==> src/common/art_pkg.sv <==
package art_pkg;

    // ------------------------------------------------------------
    // Register map
    // ------------------------------------------------------------
    localparam logic [7:0] OFS_CTRL = 8'h00;
    localparam logic [7:0] OFS_CLK_SEL = 8'h04;
    localparam logic [7:0] OFS_RELOAD_LO = 8'h08;
    localparam logic [7:0] OFS_RELOAD_HI = 8'h0c;
    localparam logic [7:0] OFS_COUNT_LO = 8'h10;
    localparam logic [7:0] OFS_COUNT_HI = 8'h14;
    localparam logic [7:0] OFS_IRQ_EN = 8'h18;

    // Bit positions in the control register
    localparam int unsigned BIT_HIGH_FLAG = 7;
    localparam int unsigned BIT_LOW_FLAG = 6;
    localparam int unsigned BIT_LOW_IRQ_EN = 5;
    localparam int unsigned BIT_CAPTURE_EN = 4;
    localparam int unsigned BIT_SPLIT = 3;
    localparam int unsigned BIT_RUN = 2;
    localparam int unsigned BIT_EXT_CLK = 0;
    // Bit positions in the clock select and interrupt enable registers
    localparam int unsigned BIT_HIGH_CLK_SEL = 7;
    localparam int unsigned BIT_LOW_CLK_SEL = 6;
    localparam int unsigned BIT_TIMER_IRQ_EN = 0;

    localparam logic [7:0] RESET_BYTE = 8'h00;

    // ------------------------------------------------------------
    // Clock dividers
    // ------------------------------------------------------------
    localparam logic [3:0] SYS_DIV = 4'hc;
    localparam logic [3:0] EXT_DIV = 4'h8;

    localparam logic [1:0] RESP_OKAY = 2'h0;
    localparam logic [1:0] RESP_SLVERR = 2'h2;

    typedef struct packed {
        logic high_overflow_flag;
        logic low_overflow_flag;
        logic low_byte_irq_enable;
        logic capture_enable;
        logic split_mode_select;
        logic run_control;
        logic ext_clock_select;
    } art_ctrl_t;

    typedef struct packed {
        art_ctrl_t ctrl;
        logic high_half_clock_select;
        logic low_half_clock_select;
        logic timer_irq_enable;
        logic [7:0] reload_low_byte;
        logic [7:0] reload_high_byte;
        logic [7:0] count_low_byte;
        logic [7:0] count_high_byte;
        logic ext_prev;
        logic awready;
        logic wready;
        logic [7:0] waddr;
        logic [7:0] wbyte;
        logic wlane;
        logic bvalid;
        logic [1:0] bresp;
        logic arready;
        logic rvalid;
        logic [31:0] rdata;
        logic [1:0] rresp;
        logic irq;
    } art_state_t;

    typedef struct packed {
        logic [3:0] cnt;
    } art_pre_state_t;

endpackage

==> src/hdl/art_timer.sv <==
// Chosen here: the AXI4-Lite interface to the registers and the register addresses.
`timescale 1ns/1ps
module art_timer
    import art_pkg::*;
(
    input wire logic aclk,
    input wire logic aresetn,
    input wire logic [7:0] s_axi_awaddr,
    input wire logic s_axi_awvalid,
    output logic s_axi_awready,
    input wire logic [31:0] s_axi_wdata,
    input wire logic [3:0] s_axi_wstrb,
    input wire logic s_axi_wvalid,
    output logic s_axi_wready,
    output logic [1:0] s_axi_bresp,
    output logic s_axi_bvalid,
    input wire logic s_axi_bready,
    input wire logic [7:0] s_axi_araddr,
    input wire logic s_axi_arvalid,
    output logic s_axi_arready,
    output logic [31:0] s_axi_rdata,
    output logic [1:0] s_axi_rresp,
    output logic s_axi_rvalid,
    input wire logic s_axi_rready,
    input wire logic ext_osc,
    output logic irq_req
);

    art_state_t s_q;
    art_state_t s_d;

    logic ext_edge;
    logic tick_sys12;
    logic tick_ext;

    // ------------------------------------------------------------
    // Count clock sources
    // ------------------------------------------------------------
    // Rising edges of the sampled oscillator feed the divide-by-8;
    // its wrap is the falling edge of the divided clock
    assign ext_edge = ext_osc && !s_q.ext_prev;

    art_prescale #(
        .DIV(SYS_DIV)
    ) u_div_sys (
        .aclk(aclk),
        .aresetn(aresetn),
        .step(1'b1),
        .tick(tick_sys12)
    );

    art_prescale #(
        .DIV(EXT_DIV)
    ) u_div_ext (
        .aclk(aclk),
        .aresetn(aresetn),
        .step(ext_edge),
        .tick(tick_ext)
    );

    function automatic logic pick_tick(input logic sys_sel, input logic ext_sel,
                                       input logic t12, input logic text);
        if (sys_sel)
        begin
            return 1'b1;
        end
        return ext_sel ? text : t12;
    endfunction

    // ------------------------------------------------------------
    // Next state
    // ------------------------------------------------------------
    always_comb
    begin
        logic tick_lo;
        logic tick_hi;
        logic set_hf;
        logic set_lf;
        logic capture;
        logic do_write;
        logic hit;
        logic [15:0] cnt16;
        logic [7:0] rbyte;

        s_d = s_q;
        tick_lo = 1'b0;
        tick_hi = 1'b0;
        set_hf = 1'b0;
        set_lf = 1'b0;
        capture = 1'b0;
        do_write = 1'b0;
        hit = 1'b0;
        cnt16 = {s_q.count_high_byte, s_q.count_low_byte};
        rbyte = 8'h00;

        s_d.ext_prev = ext_osc;

        // Clock choice per half; capture replaces the external source of the low half only with /12
        if (s_q.ctrl.capture_enable)
        begin
            tick_lo = pick_tick(s_q.low_half_clock_select, 1'b0, tick_sys12, tick_ext);
        end
        else
        begin
            tick_lo = pick_tick(s_q.low_half_clock_select, s_q.ctrl.ext_clock_select,
                                tick_sys12, tick_ext);
        end
        tick_hi = pick_tick(s_q.high_half_clock_select, s_q.ctrl.ext_clock_select,
                            tick_sys12, tick_ext);

        // --------------------------------------------------------
        // Counting
        // --------------------------------------------------------
        if (!s_q.ctrl.split_mode_select)
        begin
            if (s_q.ctrl.run_control && tick_lo)
            begin
                if (s_q.count_low_byte == 8'hff)
                begin
                    set_lf = 1'b1;
                end
                if (cnt16 == 16'hffff)
                begin
                    s_d.count_low_byte = s_q.reload_low_byte;
                    s_d.count_high_byte = s_q.reload_high_byte;
                    set_hf = 1'b1;
                end
                else
                begin
                    cnt16 = cnt16 + 16'h0001;
                    s_d.count_low_byte = cnt16[7:0];
                    s_d.count_high_byte = cnt16[15:8];
                end
            end
        end
        else
        begin
            if (tick_lo)
            begin
                if (s_q.count_low_byte == 8'hff)
                begin
                    s_d.count_low_byte = s_q.reload_low_byte;
                    set_lf = 1'b1;
                end
                else
                begin
                    s_d.count_low_byte = s_q.count_low_byte + 8'h01;
                end
            end
            if (s_q.ctrl.run_control && tick_hi)
            begin
                if (s_q.count_high_byte == 8'hff)
                begin
                    s_d.count_high_byte = s_q.reload_high_byte;
                    set_hf = 1'b1;
                end
                else
                begin
                    s_d.count_high_byte = s_q.count_high_byte + 8'h01;
                end
            end
        end

        // --------------------------------------------------------
        // Capture of the count on each falling edge of external /8
        // --------------------------------------------------------
        capture = s_q.ctrl.capture_enable && tick_ext;

        // --------------------------------------------------------
        // AXI4-Lite write channel
        // --------------------------------------------------------
        if (s_axi_awvalid && s_q.awready)
        begin
            s_d.awready = 1'b0;
            s_d.waddr = s_axi_awaddr;
        end
        if (s_axi_wvalid && s_q.wready)
        begin
            s_d.wready = 1'b0;
            s_d.wbyte = s_axi_wdata[7:0];
            s_d.wlane = s_axi_wstrb[0];
        end
        if (!s_q.awready && !s_q.wready && !s_q.bvalid)
        begin
            do_write = s_q.wlane;
            hit = 1'b1;
            unique case (s_q.waddr)
                OFS_CTRL:
                begin
                    if (do_write)
                    begin
                        s_d.ctrl.high_overflow_flag = s_q.wbyte[BIT_HIGH_FLAG];
                        s_d.ctrl.low_overflow_flag = s_q.wbyte[BIT_LOW_FLAG];
                        s_d.ctrl.low_byte_irq_enable = s_q.wbyte[BIT_LOW_IRQ_EN];
                        s_d.ctrl.capture_enable = s_q.wbyte[BIT_CAPTURE_EN];
                        s_d.ctrl.split_mode_select = s_q.wbyte[BIT_SPLIT];
                        s_d.ctrl.run_control = s_q.wbyte[BIT_RUN];
                        s_d.ctrl.ext_clock_select = s_q.wbyte[BIT_EXT_CLK];
                    end
                end
                OFS_CLK_SEL:
                begin
                    if (do_write)
                    begin
                        s_d.high_half_clock_select = s_q.wbyte[BIT_HIGH_CLK_SEL];
                        s_d.low_half_clock_select = s_q.wbyte[BIT_LOW_CLK_SEL];
                    end
                end
                OFS_RELOAD_LO:
                begin
                    if (do_write)
                    begin
                        s_d.reload_low_byte = s_q.wbyte;
                    end
                end
                OFS_RELOAD_HI:
                begin
                    if (do_write)
                    begin
                        s_d.reload_high_byte = s_q.wbyte;
                    end
                end
                OFS_COUNT_LO:
                begin
                    if (do_write)
                    begin
                        s_d.count_low_byte = s_q.wbyte;
                    end
                end
                OFS_COUNT_HI:
                begin
                    if (do_write)
                    begin
                        s_d.count_high_byte = s_q.wbyte;
                    end
                end
                OFS_IRQ_EN:
                begin
                    if (do_write)
                    begin
                        s_d.timer_irq_enable = s_q.wbyte[BIT_TIMER_IRQ_EN];
                    end
                end
                default:
                begin
                    hit = 1'b0;
                end
            endcase
            s_d.bvalid = 1'b1;
            s_d.bresp = hit ? RESP_OKAY : RESP_SLVERR;
        end
        if (s_q.bvalid && s_axi_bready)
        begin
            s_d.bvalid = 1'b0;
            s_d.awready = 1'b1;
            s_d.wready = 1'b1;
        end

        // Capture wins over a software write of the reload bytes
        if (capture)
        begin
            s_d.reload_low_byte = s_q.count_low_byte;
            s_d.reload_high_byte = s_q.count_high_byte;
            set_hf = 1'b1;
        end

        // Hardware set wins over a software clear in the same cycle
        s_d.ctrl.high_overflow_flag = s_d.ctrl.high_overflow_flag | set_hf;
        s_d.ctrl.low_overflow_flag = s_d.ctrl.low_overflow_flag | set_lf;

        // --------------------------------------------------------
        // AXI4-Lite read channel
        // --------------------------------------------------------
        if (s_axi_arvalid && s_q.arready)
        begin
            hit = 1'b1;
            unique case (s_axi_araddr)
                OFS_CTRL:
                begin
                    rbyte = {s_q.ctrl.high_overflow_flag, s_q.ctrl.low_overflow_flag,
                             s_q.ctrl.low_byte_irq_enable, s_q.ctrl.capture_enable,
                             s_q.ctrl.split_mode_select, s_q.ctrl.run_control,
                             1'b0, s_q.ctrl.ext_clock_select};
                end
                OFS_CLK_SEL:
                begin
                    rbyte = {s_q.high_half_clock_select, s_q.low_half_clock_select, 6'h00};
                end
                OFS_RELOAD_LO:
                begin
                    rbyte = s_q.reload_low_byte;
                end
                OFS_RELOAD_HI:
                begin
                    rbyte = s_q.reload_high_byte;
                end
                OFS_COUNT_LO:
                begin
                    rbyte = s_q.count_low_byte;
                end
                OFS_COUNT_HI:
                begin
                    rbyte = s_q.count_high_byte;
                end
                OFS_IRQ_EN:
                begin
                    rbyte = {7'h00, s_q.timer_irq_enable};
                end
                default:
                begin
                    hit = 1'b0;
                end
            endcase
            s_d.arready = 1'b0;
            s_d.rvalid = 1'b1;
            s_d.rdata = {24'h000000, rbyte};
            s_d.rresp = hit ? RESP_OKAY : RESP_SLVERR;
        end
        if (s_q.rvalid && s_axi_rready)
        begin
            s_d.rvalid = 1'b0;
            s_d.arready = 1'b1;
        end

        // --------------------------------------------------------
        // Interrupt request from the sticky flags
        // --------------------------------------------------------
        s_d.irq = s_q.timer_irq_enable
                  && (s_q.ctrl.high_overflow_flag
                      || (s_q.ctrl.low_byte_irq_enable && s_q.ctrl.low_overflow_flag));
    end

    always_ff @(posedge aclk)
    begin
        if (!aresetn)
        begin
            s_q <= '0;
            s_q.reload_low_byte <= RESET_BYTE;
            s_q.reload_high_byte <= RESET_BYTE;
            s_q.count_low_byte <= RESET_BYTE;
            s_q.count_high_byte <= RESET_BYTE;
            s_q.awready <= 1'b1;
            s_q.wready <= 1'b1;
            s_q.arready <= 1'b1;
        end
        else
        begin
            s_q <= s_d;
        end
    end

    // ------------------------------------------------------------
    // Outputs
    // ------------------------------------------------------------
    assign s_axi_awready = s_q.awready;
    assign s_axi_wready = s_q.wready;
    assign s_axi_bvalid = s_q.bvalid;
    assign s_axi_bresp = s_q.bresp;
    assign s_axi_arready = s_q.arready;
    assign s_axi_rvalid = s_q.rvalid;
    assign s_axi_rdata = s_q.rdata;
    assign s_axi_rresp = s_q.rresp;
    assign irq_req = s_q.irq;

endmodule

==> src/hdl/art_prescale.sv <==
`timescale 1ns/1ps
module art_prescale
    import art_pkg::*;
#(
    parameter logic [3:0] DIV = 4'h8
)
(
    input wire logic aclk,
    input wire logic aresetn,
    input wire logic step,
    output logic tick
);

    art_pre_state_t s_q;
    art_pre_state_t s_d;

    // Tick marks the last step of each group of DIV steps
    always_comb
    begin
        s_d = s_q;
        tick = step && (s_q.cnt == DIV - 4'h1);
        if (step)
        begin
            s_d.cnt = tick ? 4'h0 : s_q.cnt + 4'h1;
        end
    end

    always_ff @(posedge aclk)
    begin
        if (!aresetn)
        begin
            s_q <= '0;
        end
        else
        begin
            s_q <= s_d;
        end
    end

endmodule

==> config.mk <==
export PLATFORM = sky130hd
export DESIGN_NAME = art_timer
export DESIGN_NICKNAME = d
export VERILOG_FILES = /design/src/common/art_pkg.sv /design/src/hdl/art_timer.sv /design/src/hdl/art_prescale.sv
export SDC_FILE = /design/constraint.sdc
export NUM_CORES = 1
export LEC_CHECK = 0
export BUFFER_PORTS_ARGS = -buffer_cell sky130_fd_sc_hd__buf_4
export CAP_MARGIN = 0
export CORE_MARGIN = 2
export CORE_UTILIZATION = 50
export CTS_CLUSTER_DIAMETER = 120
export DETAILED_ROUTE_END_ITERATION = 6
export PLACE_DENSITY = 0.77
export SETUP_SLACK_MARGIN = 0.1
export SYNTH_ARGS = -nofsm -noshare
export SYNTH_HDL_FRONTEND = slang
export SYNTH_HIERARCHICAL = 1
export SYNTH_SLANG_ARGS = --single-unit
==> constraint.sdc <==
create_clock -name aclk -period 2.3 [get_ports aclk]
set_input_delay 0.345 -clock aclk [delete_from_list [all_inputs] [get_ports aclk]]
set_output_delay 0.345 -clock aclk [all_outputs]
set_load 0.005 [all_outputs]
======== Yosys cells after proc, flatten, opt, wreduce, memory -nomap -nowiden ========
Index checks and enable logic that the tools add are counted.
cells by class
  $add $sub $neg .......................... 5
  multiply operators ...................... 0
  div/mod/pow operators ................... 0
  order comparisons ....................... 0
  eq/ne operators ......................... 17
  shift operators ......................... 0
  multiplexer cells ....................... 51
  bitwise gates (word level) .............. 3
  reductions and logical operators ........ 35
operators by type and width
  operator                                                         number
  8-bit two-way mux                                                11
  16-bit two-way mux                                               4
  8-bit case mux with 7 select lines                               1
  8-bit by 5-bit == test with 1-bit output, second input constant  6
  42-bit two-way mux                                               1
  8-bit by 4-bit == test with 1-bit output, second input constant  4
  1-bit two-way mux                                                27
  16-bit by 1-bit adder with 16-bit output, second input constant  1
  8-bit by 1-bit adder with 8-bit output, second input constant    2
  16-bit == test, second input constant                            1
  8-bit by 3-bit == test with 1-bit output, second input constant  2
  8-bit == test, second input constant                             2
  8-bit zero test                                                  2
  3-bit AND reduction                                              5
  1-bit logical AND                                                14
  7-bit two-way mux                                                2
  7-bit OR reduction                                               2
  4-bit by 1-bit adder with 4-bit output, second input constant    2
  2-bit two-way mux                                                4
  2-bit nonzero test                                               4
  2-bit OR reduction                                               3
  4-bit by 3-bit == test with 1-bit output, second input constant  1
  4-bit == test, second input constant                             1
  1-bit zero test                                                  4
  other kinds (4)                                                  5
word-level totals
  flip-flop bits (word level) ............. 86
  bits in latches ......................... 0
  bits in writable memories ............... 0
  memory bits (read-only) ................. 0
  memories kept ........................... 0

======== Longest topological paths before layout ========
Gate-level depths: netlist of run 1.
  depth after elaboration ................. 13
  gate-level depth with buffers ........... 9

======== Modules after synthesis ========
The synthesis of run 1 kept the hierarchy.
by module, submodules not included
  module                     instances  cells each  area each (um2)  seq. area each (um2)
  art_timer                  1          587         4680.7           1521.5
  art_prescale at u_div_ext  1          17          192.7            80.1
  art_prescale at u_div_sys  1          19          192.7            80.1

======== Worst setup path before layout of run 1 ========
Ideal clock, no wire load.
  kind .................................... register -> register
  from .................................... reg u_div_ext/s_q[0] (netlist name)
  to ...................................... reg s_q[70] (netlist name)
  setup time .............................. 0.074 ns
  arrival time ............................ 2.217 ns
  required time ........................... 2.226 ns
  slack ................................... 0.008 ns
  stages on the path, launching flop included .. 9
  clock period less this slack ............ 2.292 ns
  cells stage by stage .................... dfxtp_1 > ha_1 > and4b_1 > or4b_1 > o211ai_1 > buf_2 > o21ai_0 > a221o_1 > a31oi_1
between the ends
  word-level cells in the longest chain between the ends .. 11
  elaborated cells between the ends (all ways) .. 12
  those cells by class .................... 1 x eq/ne; 9 x mux; 2 x reduce/logical
ends and longest elaborated chain
  what                                          line                source
  start, declared                               art_prescale.sv:14  art_pre_state_t s_q;
  start signal, assigned                        art_prescale.sv:32  s_q <= '0;
  start signal, assigned                        art_prescale.sv:36  s_q <= s_d;
  4-bit by 3-bit == test with 1-bit output (*)  art_prescale.sv:21  tick = step && (s_q.cnt == DIV - 4'h1);
  1-bit logical AND (*)                         art_prescale.sv:21
  net tick_ext                                  art_timer.sv:34     logic tick_ext;
  1-bit two-way mux (*) (2 in a row)            art_timer.sv:67     return ext_sel ? text : t12;
  1-bit two-way mux (*)                         art_timer.sv:99     if (s_q.ctrl.capture_enable)
  1-bit logical AND                             art_timer.sv:116    if (s_q.ctrl.run_control && tick_lo)
  16-bit two-way mux                            art_timer.sv:116
  16-bit two-way mux (*)                        art_timer.sv:114    if (!s_q.ctrl.split_mode_select)
  8-bit two-way mux                             art_timer.sv:225    if (do_write)
  8-bit two-way mux                             art_timer.sv:187    unique case (s_q.waddr)
  42-bit two-way mux (*)                        art_timer.sv:183    if (!s_q.awready && !s_q.wready && !s_q.bvalid)
  end, declared                                 art_timer.sv:29     art_state_t s_q;
The timed path passes the listed nets; every way through them passes the cells marked *. The select of a mux whose other input is x is not followed.
A chain may end at the register's enable or synchronous reset.

======== Worst setup path after layout of run 1 ========
  from .................................... reg u_div_ext/s_q[1] (netlist name)
  to ...................................... reg s_q[66] (netlist name)
between the ends
  word-level cells in the longest chain between the ends .. 11
  elaborated cells between the ends (all ways) .. 14
  those cells by class .................... 1 x eq/ne; 10 x mux; 3 x reduce/logical
ends and longest elaborated chain
  what                                          line                source
  4-bit by 3-bit == test with 1-bit output (*)  art_prescale.sv:21
  1-bit logical AND (*)                         art_prescale.sv:21
  net tick_ext                                  art_timer.sv:34
  1-bit two-way mux (*)                         art_timer.sv:67
  1-bit two-way mux                             art_timer.sv:67
  1-bit two-way mux                             art_timer.sv:99
  1-bit logical AND                             art_timer.sv:116
  16-bit two-way mux                            art_timer.sv:116
  16-bit two-way mux (*)                        art_timer.sv:114
  8-bit two-way mux                             art_timer.sv:232    if (do_write)
  8-bit two-way mux                             art_timer.sv:187
  42-bit two-way mux (*)                        art_timer.sv:183
Marks and branches as above.

==> results.cfg, run 1 <==
[floorplanning]
die_height_um = 105
row_count = 36
fp.dieW_um = 105
pin_count = 102
core-area_um2 = 9820
start_util_pct = 51.6
dieArea_um2 = 11000

[critical_path]
cp_max_fo = 3
r2r_end = s_q[66]$_SDFF_PN0_
rrSetupSlack_ns = 0.02
endpoint = s_q[66]$_SDFF_PN0_
cp.arrival_ns = 2.58
cp_data_required_time_ns = 2.60
crit_type = flip-flop to flip-flop
critPathLaunch = u_div_ext/s_q[1]$_SDFFE_PN0P_
ff2ff_path_depth = 8
cp-start-kind = flip-flop
rr_startpoint = u_div_ext/s_q[1]$_SDFFE_PN0P_
worstSetupEndpointType = flip-flop

[yosys]
synthTopCellsByCount = dfxtp_1, nand2_1, a21oi_1
synth_ff_type = dfxtp_1
synth_area_leaders = dfxtp_1, a21oi_1, buf_4
yosysWarnings = 6
yosysSeqAreaShare_pct = 33.2
synth.avg_cell_area_um2 = 8.13
synth_largest_area_cell = dfxtp_1
yosysMostFrequentCell = dfxtp_1
synth_edf_count = 0
netlist_instances = 623
synth_top_area_share_pct = 33.2
synthDistinctLibCells = 77
syn_area_um2 = 5070
synthArstFlopShare_pct = 0
ys_seq_elements = 84

[drt]
totalWireLength_um = 15600
drcViolationCount = 0
wl_per_cell_um = 18.9
first_pass_iters = 5
vias_per_cell = 6.21
vias = 5121
drt_first_iter_violations = 692
postRouteAntennaNets = 0

[flow_run]
max_cap_viol_count = 0

[final_layout]
nets = 750
final_cells = 824
utilization_pct = 61.5
fillers = 876
antenna_cells = 0
area_growth_pct = 19.2
drive_above_1_share_pct = 23.9

[sta]
timing.fmax_mhz = 439
period_share_pct = 99.0
period_needed_ns = 2.28
setup_viol = 0
timing.setup.tns_ns = 0
max_slew_margin_pct = 58.6
finalHoldViolCount = 0
drv_slew = 0
timing.final.ws_setup_ns = 0.0221
tightest_slew_ns = 0.622
fin_skew_ns = 0.0102
rsz0062_at_grt = yes

[placement]
dp_cells = 800
gp_congestion = 1.00
io_buffers = 48
dpl.hpwl_um = 11000
place_ws_ns = -0.104

[cts]
htreeDepth = 3
clockBufferDepth = 2
cts_buffers = 9
path_clk_slew_ns = 0.09
insertion_delay_ns = 0.38
cts_root_buf = clkbuf_8
cts.sinks = 84
cts_tree = built

[global_route]
antenna_found_initial = 0
grt_start_max_net_pins = 45
grt_pass1_wl_um = 24800
track_usage_pct = 28.2
overflow = 0
grt_pass1_vias = 4820

[power_and_ir_drop]
peakVddDrop_mv = 0.400
finalPower_mw = 3.14
p_per_area_nw_per_um2 = 521
p_leak_nw = 2.38

[worst_hold_path]
hp-class = input port to flip-flop

[status]
outcome = finished clean
critical path, stage by stage, from the launching register on:
cell	delay [ns]
dfxtp_2	0.35
ha_4	0.15
and4b_2	0.23
or4b_4	0.54
o211ai_1	0.10
buf_4	0.17
a2111oi_0	0.08
or4_1	0.44
a21oi_1	0.15
area by class of cell:
| class | count | area, µm² | area share, % |
|---|---|---|---|
| Sequential cell | 84 | 1690 | 27.9 |
| Timing Repair Buffer | 103 | 801 | 13.3 |
| Inverter | 10 | 37.5 | 0.622 |
| Multi-Input combinational cell | 478 | 3100 | 51.3 |
| Clock inverter | 7 | 128 | 2.11 |
| Clock buffer | 9 | 124 | 2.05 |
| Tap cell | 133 | 166 | 2.76 |
cells by family (layout without fill, tap and decap cells):
| group | after synthesis | in the layout | synth area share (%) |
|---|---|---|---|
| adders and majority gates | 4 | 4 | 0.988 |
| muxes | 38 | 38 | 8.47 |
| other | 2 | 32 | 0.148 |
| buffers and inverters | 91 | 129 | 9.93 |
| and+or+nand+nor | 218 | 218 | 22.9 |
| DFF | 84 | 84 | 33.2 |
| xor gates and xnor gates | 3 | 3 | 0.519 |
| AOI/OAI and AO/OA | 183 | 183 | 23.8 |
flip-flops by register name, summed over array words and instances, names as in the netlist:
| register | cells |
|---|---|
| s_axi_awready | 1 |
| s_axi_bvalid | 1 |
| s_axi_arready | 1 |
| u_div_sys/s_q | 4 |
| s_axi_rvalid | 1 |
| s_axi_rdata | 8 |
| irq_req | 1 |
| s_axi_wready | 1 |
| s_q | 60 |
| s_axi_bresp | 1 |
| s_axi_rresp | 1 |
| u_div_ext/s_q | 4 |
where the power goes:
| group | switching [mW] | internal (mW) |
|---|---|---|
| clock | 0.604 | 0.740 |
| sequential | 0.0471 | 1.49 |
| combinational | 0.145 | 0.119 |
| total | 0.795 | 2.35 |
layer usage:
layer  up-vias  GRT usage [%]  share of wire (%)
met5         -              0                  0
met4         0           11.9                5.1
met3        83           6.80                 10
met2       303           45.0                 45
met1      2353           36.4                 39
li1       2382              -                  -
worst min path at each step:
stage | startpoint | to | slack, ns | cells after the start
2_1_floorplan | s_q[92]$_SDFFE_PN0P_ | irq_req$_SDFF_PN0_ | 0.42 | 2
3_5_place_dp | s_axi_rdata[0]$_SDFFE_PN0P_ | s_axi_rdata[0]$_SDFFE_PN0P_ | 0.46 | 2
4_1_cts | ext_osc | s_q[59]$_SDFF_PN0_ | 0.19 | 2
5_1_grt | ext_osc | s_q[59]$_SDFF_PN0_ | 0.18 | 2
3_3_place_gp | s_axi_rdata[5]$_SDFFE_PN0P_ | s_axi_rdata[5]$_SDFFE_PN0P_ | 0.44 | 2
6_report | ext_osc | s_q[59]$_SDFF_PN0_ | 0.18 | 2
per-stage QoR:
stage | instance area, µm² | hold WS, ns
3_3_place_gp | 5630 | 0.445
6_report | 6040 | 0.185
3_5_place_dp | 5630 | 0.456
4_1_cts | 5940 | 0.187
2_1_floorplan | 5210 | 0.425
5_1_grt | 6040 | 0.181
placed cells by master (no fill, tap or decap), drive strengths merged, types with 13 or more instances in the layout:
cell and instances:
nor2 33, dfxtp 84, conb 32, mux2i 26
inv 13, nand3 36, a21oi 58, and3 18
o21ai 38, nand2 64, buf 103
repair_timing:
item,CTS,global route
endpoints found under the setup margin,14,23
hold buffers,0,0
setup buffers,4,4
resized for setup,7,19
pin swaps,9,7
No activity file was read; power rests on OpenSTA's default activity.
==> inputs of run 2 (changes only) <==
- CORE_MARGIN: 2 -> default
==> run 2 against run 1 <==
Maximum frequency up 1.3%. Final cell count rose by 0.36%. Global-route usage increased by 1.2 points. Clock-buffer cell count is the same. Sequential power barely moved. Critical path depth unchanged. Highest routed layer unchanged. Worst hold slack gained 0.015 ns. Worst setup slack gained 0.030 ns.
==> results.cfg, run 2 (same netlist as run 1, synthesis figures left out) <==
[power_and_ir_drop]
p_leak_nw = 2.38
internal-power_mw = 2.24
pwr-share-comb_pct = 8.6
finalPower_mw = 3.04
p_per_area_nw_per_um2 = 507
clkPwrFrac_pct = 40.9
swShare_pct = 26.5
peakVddDrop_mv = 0.376
p_sw_mw = 0.805
pwr-share-seq_pct = 50.5

[sta]
drv_slew = 0
timing.fmax_mhz = 445
finalHoldViolCount = 0
period_share_pct = 97.7
timing.final.ws_setup_ns = 0.0519
period_needed_ns = 2.25
tightest_slew_ns = 0.610
fin_skew_ns = 0.0166
fin_hold_ws_ns = 0.200
max_slew_margin_pct = 59.3
setup_viol = 0
rsz0062_at_grt = yes

[floorplanning]
pin_count = 102
row_count = 36
dieArea_um2 = 10500
start_util_pct = 51.6
fp.dieW_um = 103
die_height_um = 103
core-area_um2 = 9820

[placement]
gp_congestion = 0.974
place_ws_ns = -0.0711
place_area_um2 = 5630
io_buffers = 48
dpl.hpwl_um = 10900

[critical_path]
crit_type = flip-flop to flip-flop
rrSetupSlack_ns = 0.05
cp_data_required_time_ns = 2.60
rr_startpoint = u_div_ext/s_q[0]$_SDFFE_PN0P_
cp-start-kind = flip-flop
slowest_delay_ns = 0.54
ff2ff_path_depth = 8
cp_cell_sequence = ha_4 -> and4b_2 -> or4b_4 -> o211ai_1 -> buf_4 -> o21ai_2 -> a221o_1 -> a31oi_1
cp_max_fo = 4
cp.arrival_ns = 2.55
r2r_end = s_q[70]$_SDFF_PN0_
crit_slowest_cell = or4b_4
worstSetupEndpointType = flip-flop

[final_layout]
drive_above_1_share_pct = 23.8
top_register = s_q
largest_register_ffs = 60
layout_commonest_cell = buf_4
fillers = 887
mostFrequentLayoutCells = buf_4, dfxtp_1, nand2_1, a21oi_1, nand3_1
area_growth_pct = 18.4
nets = 753
antenna_cells = 0
fin_area_um2 = 6000

[flow_run]
max_cap_viol_count = 0

[cts]
cts_tree = built
insertion_delay_ns = 0.37
cts.sinks = 84
path_clk_slew_ns = 0.09
cts_hold_buf = 0
clockBufferDepth = 2
cts_buffers = 9
htreeDepth = 3
cts_root_buf = clkbuf_8

[drt]
vias_per_cell = 6.13
vias = 5071
first_pass_iters = 5
totalWireLength_um = 15300
postRouteAntennaNets = 0
drcViolationCount = 0
drt_first_iter_violations = 480
wl_per_cell_um = 18.5

[worst_hold_path]
hp-start = ext_osc
holdPathEnd = s_q[59]$_SDFF_PN0_
hold_depth = 2
hp-class = input port to flip-flop

[global_route]
overflow = 0
track_usage_pct = 29.4
antenna_found_initial = 0
grt_pass1_wl_um = 23400
grt_pass1_vias = 4531
grt_start_max_net_pins = 44

[status]
outcome = finished clean
[run 2: cell count changes in the layout (fill, tap and decap cells not counted), moves of 3 or more]
cell	change
buf_4	+8
dfxtp_1	+3
dfxtp_2	-4
buf_6	-4
[run 2: worst max-delay path by stage]
| stage | from | end | slack, ns | cells after the start |
|---|---|---|---|---|
| final | u_div_ext/s_q[0]$_SDFFE_PN0P_ | s_q[70]$_SDFF_PN0_ | 0.05 | 8 |
| after global routing | u_div_ext/s_q[0]$_SDFFE_PN0P_ | s_q[62]$_SDFF_PN0_ | -0.08 | 8 |
| after CTS | u_div_ext/s_q[0]$_SDFFE_PN0P_ | s_q[70]$_SDFF_PN0_ | 0.04 | 8 |
| after detailed placement | ext_osc | s_q[70]$_SDFF_PN0_ | -0.07 | 9 |
| after global placement | ext_osc | s_q[70]$_SDFF_PN0_ | -0.05 | 9 |
| after floorplan | u_div_ext/s_q[0]$_SDFFE_PN0P_ | s_q[70]$_SDFF_PN0_ | 0.11 | 8 |
[run 2: layer usage]
layer / wire, µm / global-route usage [%] / part of all wire, %
met3: 1550 / 6.24 / 10
met1: 6120 / 38.7 / 40
met5: 0 / 0 / 0
met4: 651 / 17.3 / 4.3
met2: 6960 / 44.4 / 46
[run 2: final cells by class]
| cell class | count | area, µm² | share of cell area [%] |
|---|---|---|---|
| flip-flops and latches | 84 | 1690 | 28.1 |
| inverters | 10 | 37.5 | 0.626 |
| repair buffers | 106 | 796 | 13.3 |
| clock inverters | 7 | 103 | 1.71 |
| multi-input cells | 478 | 3090 | 51.5 |
| well taps | 133 | 166 | 2.77 |
| clock buffers | 9 | 124 | 2.06 |
[run 2: timing repair]
action                                  CTS  global route
endpoints found under the hold margin     0             0
endpoints found under the setup margin   10            23
buffers inserted                          4             6
resized for setup                         3            15
pin swaps                                 2            12
[run 2: stage by stage]
stage               setup TNS (ns)  util [%]  std cells
floorplan                        0         -        653
global placement            -0.113      57.3        801
detailed placement          -0.197      57.3        801
CTS                              0      60.0        821
global route                -0.282      61.1        827
finish                           0      61.1        827
[run 2: power by group through the flow]
stage | clock network, mW | registers, mW | logic (mW)
after floorplan | 0 | 1.55 | 0.186
after global placement | 0 | 1.57 | 0.246
after detailed placement | 0 | 1.57 | 0.253
after CTS | 1.25 | 1.53 | 0.258
after global routing | 1.30 | 1.54 | 0.292
final | 1.25 | 1.54 | 0.262
[run 2: worst max-delay path, delay by kind of cell, from the launching register on]
kind / cells / cell delay, ns
AO/OA/AOI/OAI: 4 / 0.69
adder cells (fa/ha/maj): 1 / 0.15
buffers and inverters: 1 / 0.22
flip-flops: 1 / 0.36
AND/OR/NAND/NOR: 2 / 0.77
==> inputs of run 3 (changes only) <==
- PLACE_DENSITY: 0.77 -> default
- PLACE_DENSITY_LB_ADDON: default -> 0.2
==> run 3 against run 2 <==
Worst hold slack worse by 0.011 ns. Clock power barely moved. Clock skew fell by 0.0024 ns. Utilization down 0.76 points. Clock-buffer cell count did not move. Power is essentially flat. Wire length fell by 1.4%. Critical path depth is the same. Global-route usage about the same. Sequential power hardly changed. Register-to-register slack hardly changed.
==> results.cfg, run 3 (same netlist as run 1, synthesis figures left out) <==
[cts]
cts_tree = built
cts_hold_buf = 0
htreeDepth = 3
cts_root_buf = clkbuf_8
path_clk_slew_ns = 0.10
cts_buffers = 9
cts.sinks = 84
insertion_delay_ns = 0.37
clockBufferDepth = 2

[critical_path]
crit_type = flip-flop to flip-flop
crit_slowest_cell = or4b_4
crit_buf_inv = 1
cp_top_family = simple AND/OR/NAND/NOR gates
cp_max_fo = 4
cp-start-kind = flip-flop
rrSetupSlack_ns = 0.05
cp_cell_sequence = ha_4 -> and4b_2 -> or4b_4 -> o211ai_1 -> buf_4 -> a2111oi_0 -> or4_1 -> a21oi_1
cp.arrival_ns = 2.54
slowest_delay_ns = 0.49
worstSetupEndpointType = flip-flop
cp_data_required_time_ns = 2.59

[power_and_ir_drop]
pwr-share-seq_pct = 50.4
p_leak_nw = 2.33
peakVddDrop_mv = 0.293
clkPwrFrac_pct = 41.0
p_sw_mw = 0.803
internal-power_mw = 2.24
p_per_area_nw_per_um2 = 513
pwr-share-comb_pct = 8.6
swShare_pct = 26.4

[global_route]
grt_pass1_wl_um = 23500
track_usage_pct = 29.4
overflow = 0
grt_start_max_net_pins = 36
grt_pass1_vias = 4478
antenna_found_initial = 0

[floorplanning]
pin_count = 102
die_height_um = 103
row_count = 36
start_util_pct = 51.6
dieArea_um2 = 10500
core-area_um2 = 9820
fp.dieW_um = 103

[placement]
dp_cells = 798
dpl.hpwl_um = 11100
io_buffers = 48
gp_congestion = 0.985

[final_layout]
final_cells = 818
mostFrequentLayoutCells = buf_4, dfxtp_1, nand2_1, a21oi_1
largest_register_ffs = 60
area_growth_pct = 17.0
drive_above_1_share_pct = 23.1
layout_commonest_cell = buf_4
fillers = 928
antenna_cells = 0
nets = 744
top_register = s_q

[sta]
finalHoldViolCount = 0
fin_skew_ns = 0.0142
fin_hold_ws_ns = 0.188
tightest_slew_ns = 0.549
period_needed_ns = 2.25
period_share_pct = 97.8
rsz0062_at_grt = yes
drv_slew = 0
setup_viol = 0
max_slew_margin_pct = 63.3
timing.fmax_mhz = 445

[status]
outcome = finished clean

[drt]
vias_per_cell = 6.16
first_pass_iters = 5
drt_first_iter_violations = 525
wl_per_cell_um = 18.4
drcViolationCount = 0
vias = 5040
totalWireLength_um = 15100
postRouteAntennaNets = 0

[flow_run]
max_cap_viol_count = 0

[worst_hold_path]
hp-class = input port to flip-flop
run 3: what timing repair did:
| item | CTS | global route |
|---|---|---|
| hold endpoints to repair | 0 | 0 |
| pin swaps | 2 | 6 |
| gates resized for setup | 5 | 14 |
| setup buffers | 3 | 1 |
| endpoints found under the setup margin | 14 | 25 |
run 3: path summary, 6_finish.rpt:
kind,start,end,cells past startpoint
hold reg to reg,s_q[50]$_SDFFE_PN0P_,s_q[50]$_SDFFE_PN0P_,2
setup / recovery,u_div_ext/s_q[0]$_SDFFE_PN0P_,s_q[66]$_SDFF_PN0_,8
hold / removal,ext_osc,s_q[59]$_SDFF_PN0_,2
setup reg to reg,u_div_ext/s_q[0]$_SDFFE_PN0P_,s_q[66]$_SDFF_PN0_,8
run 3: area by class of cell:
| cell class | count | area [µm²] | area share [%] |
|---|---|---|---|
| multi-input cells | 478 | 3070 | 51.8 |
| flip-flops and latches | 84 | 1690 | 28.5 |
| inverters | 10 | 37.5 | 0.633 |
| well taps | 133 | 166 | 2.81 |
| clock inverters | 7 | 106 | 1.79 |
| clock buffers | 9 | 124 | 2.09 |
| repair buffers | 97 | 732 | 12.4 |
run 3: metal layers:
layer / wire [µm] / share of wire (%) / vias to the layer above / global-route usage (%)
met2: 6980 / 46 / 246 / 45.8
met1: 6280 / 42 / 2393 / 40.2
met5: 0 / 0 / - / 0
met4: 443 / 2.9 / 0 / 11.9
met3: 1360 / 9.0 / 37 / 5.15
li1: - / - / 2364 / -
run 3: worst register-to-register path, delay by kind of cell, from the launching register on:
kind	cells	cell delay [ns]
flip-flops	1	0.37
AND/OR/NAND/NOR	3	1.13
AO/OA/AOI/OAI	3	0.31
buffers and inverters	1	0.20
adder cells (fa/ha/maj)	1	0.16
run 3: power groups by stage:
stage          combinational (mW)  sequential (mW)  clock, mW
2_1_floorplan               0.186             1.55          0
3_3_place_gp                0.246             1.56          0
3_5_place_dp                0.255             1.57          0
4_1_cts                     0.259             1.53       1.26
5_1_grt                     0.289             1.54       1.32
6_report                    0.261             1.53       1.25
run 3: through the flow:
step                      power, mW  setup TNS [ns]  worst slack, ns  area, µm²  utilization [%]
after global routing           3.15               0           0.0119       5930             60.3
after floorplan                1.74               0            0.112       5210                -
after detailed placement       1.82          -0.612           -0.129       5610             57.1
final                          3.04               0           0.0508       5930             60.3
after global placement         1.81          -0.512           -0.132       5610             57.1
after CTS                      3.05               0           0.0361       5870             59.8
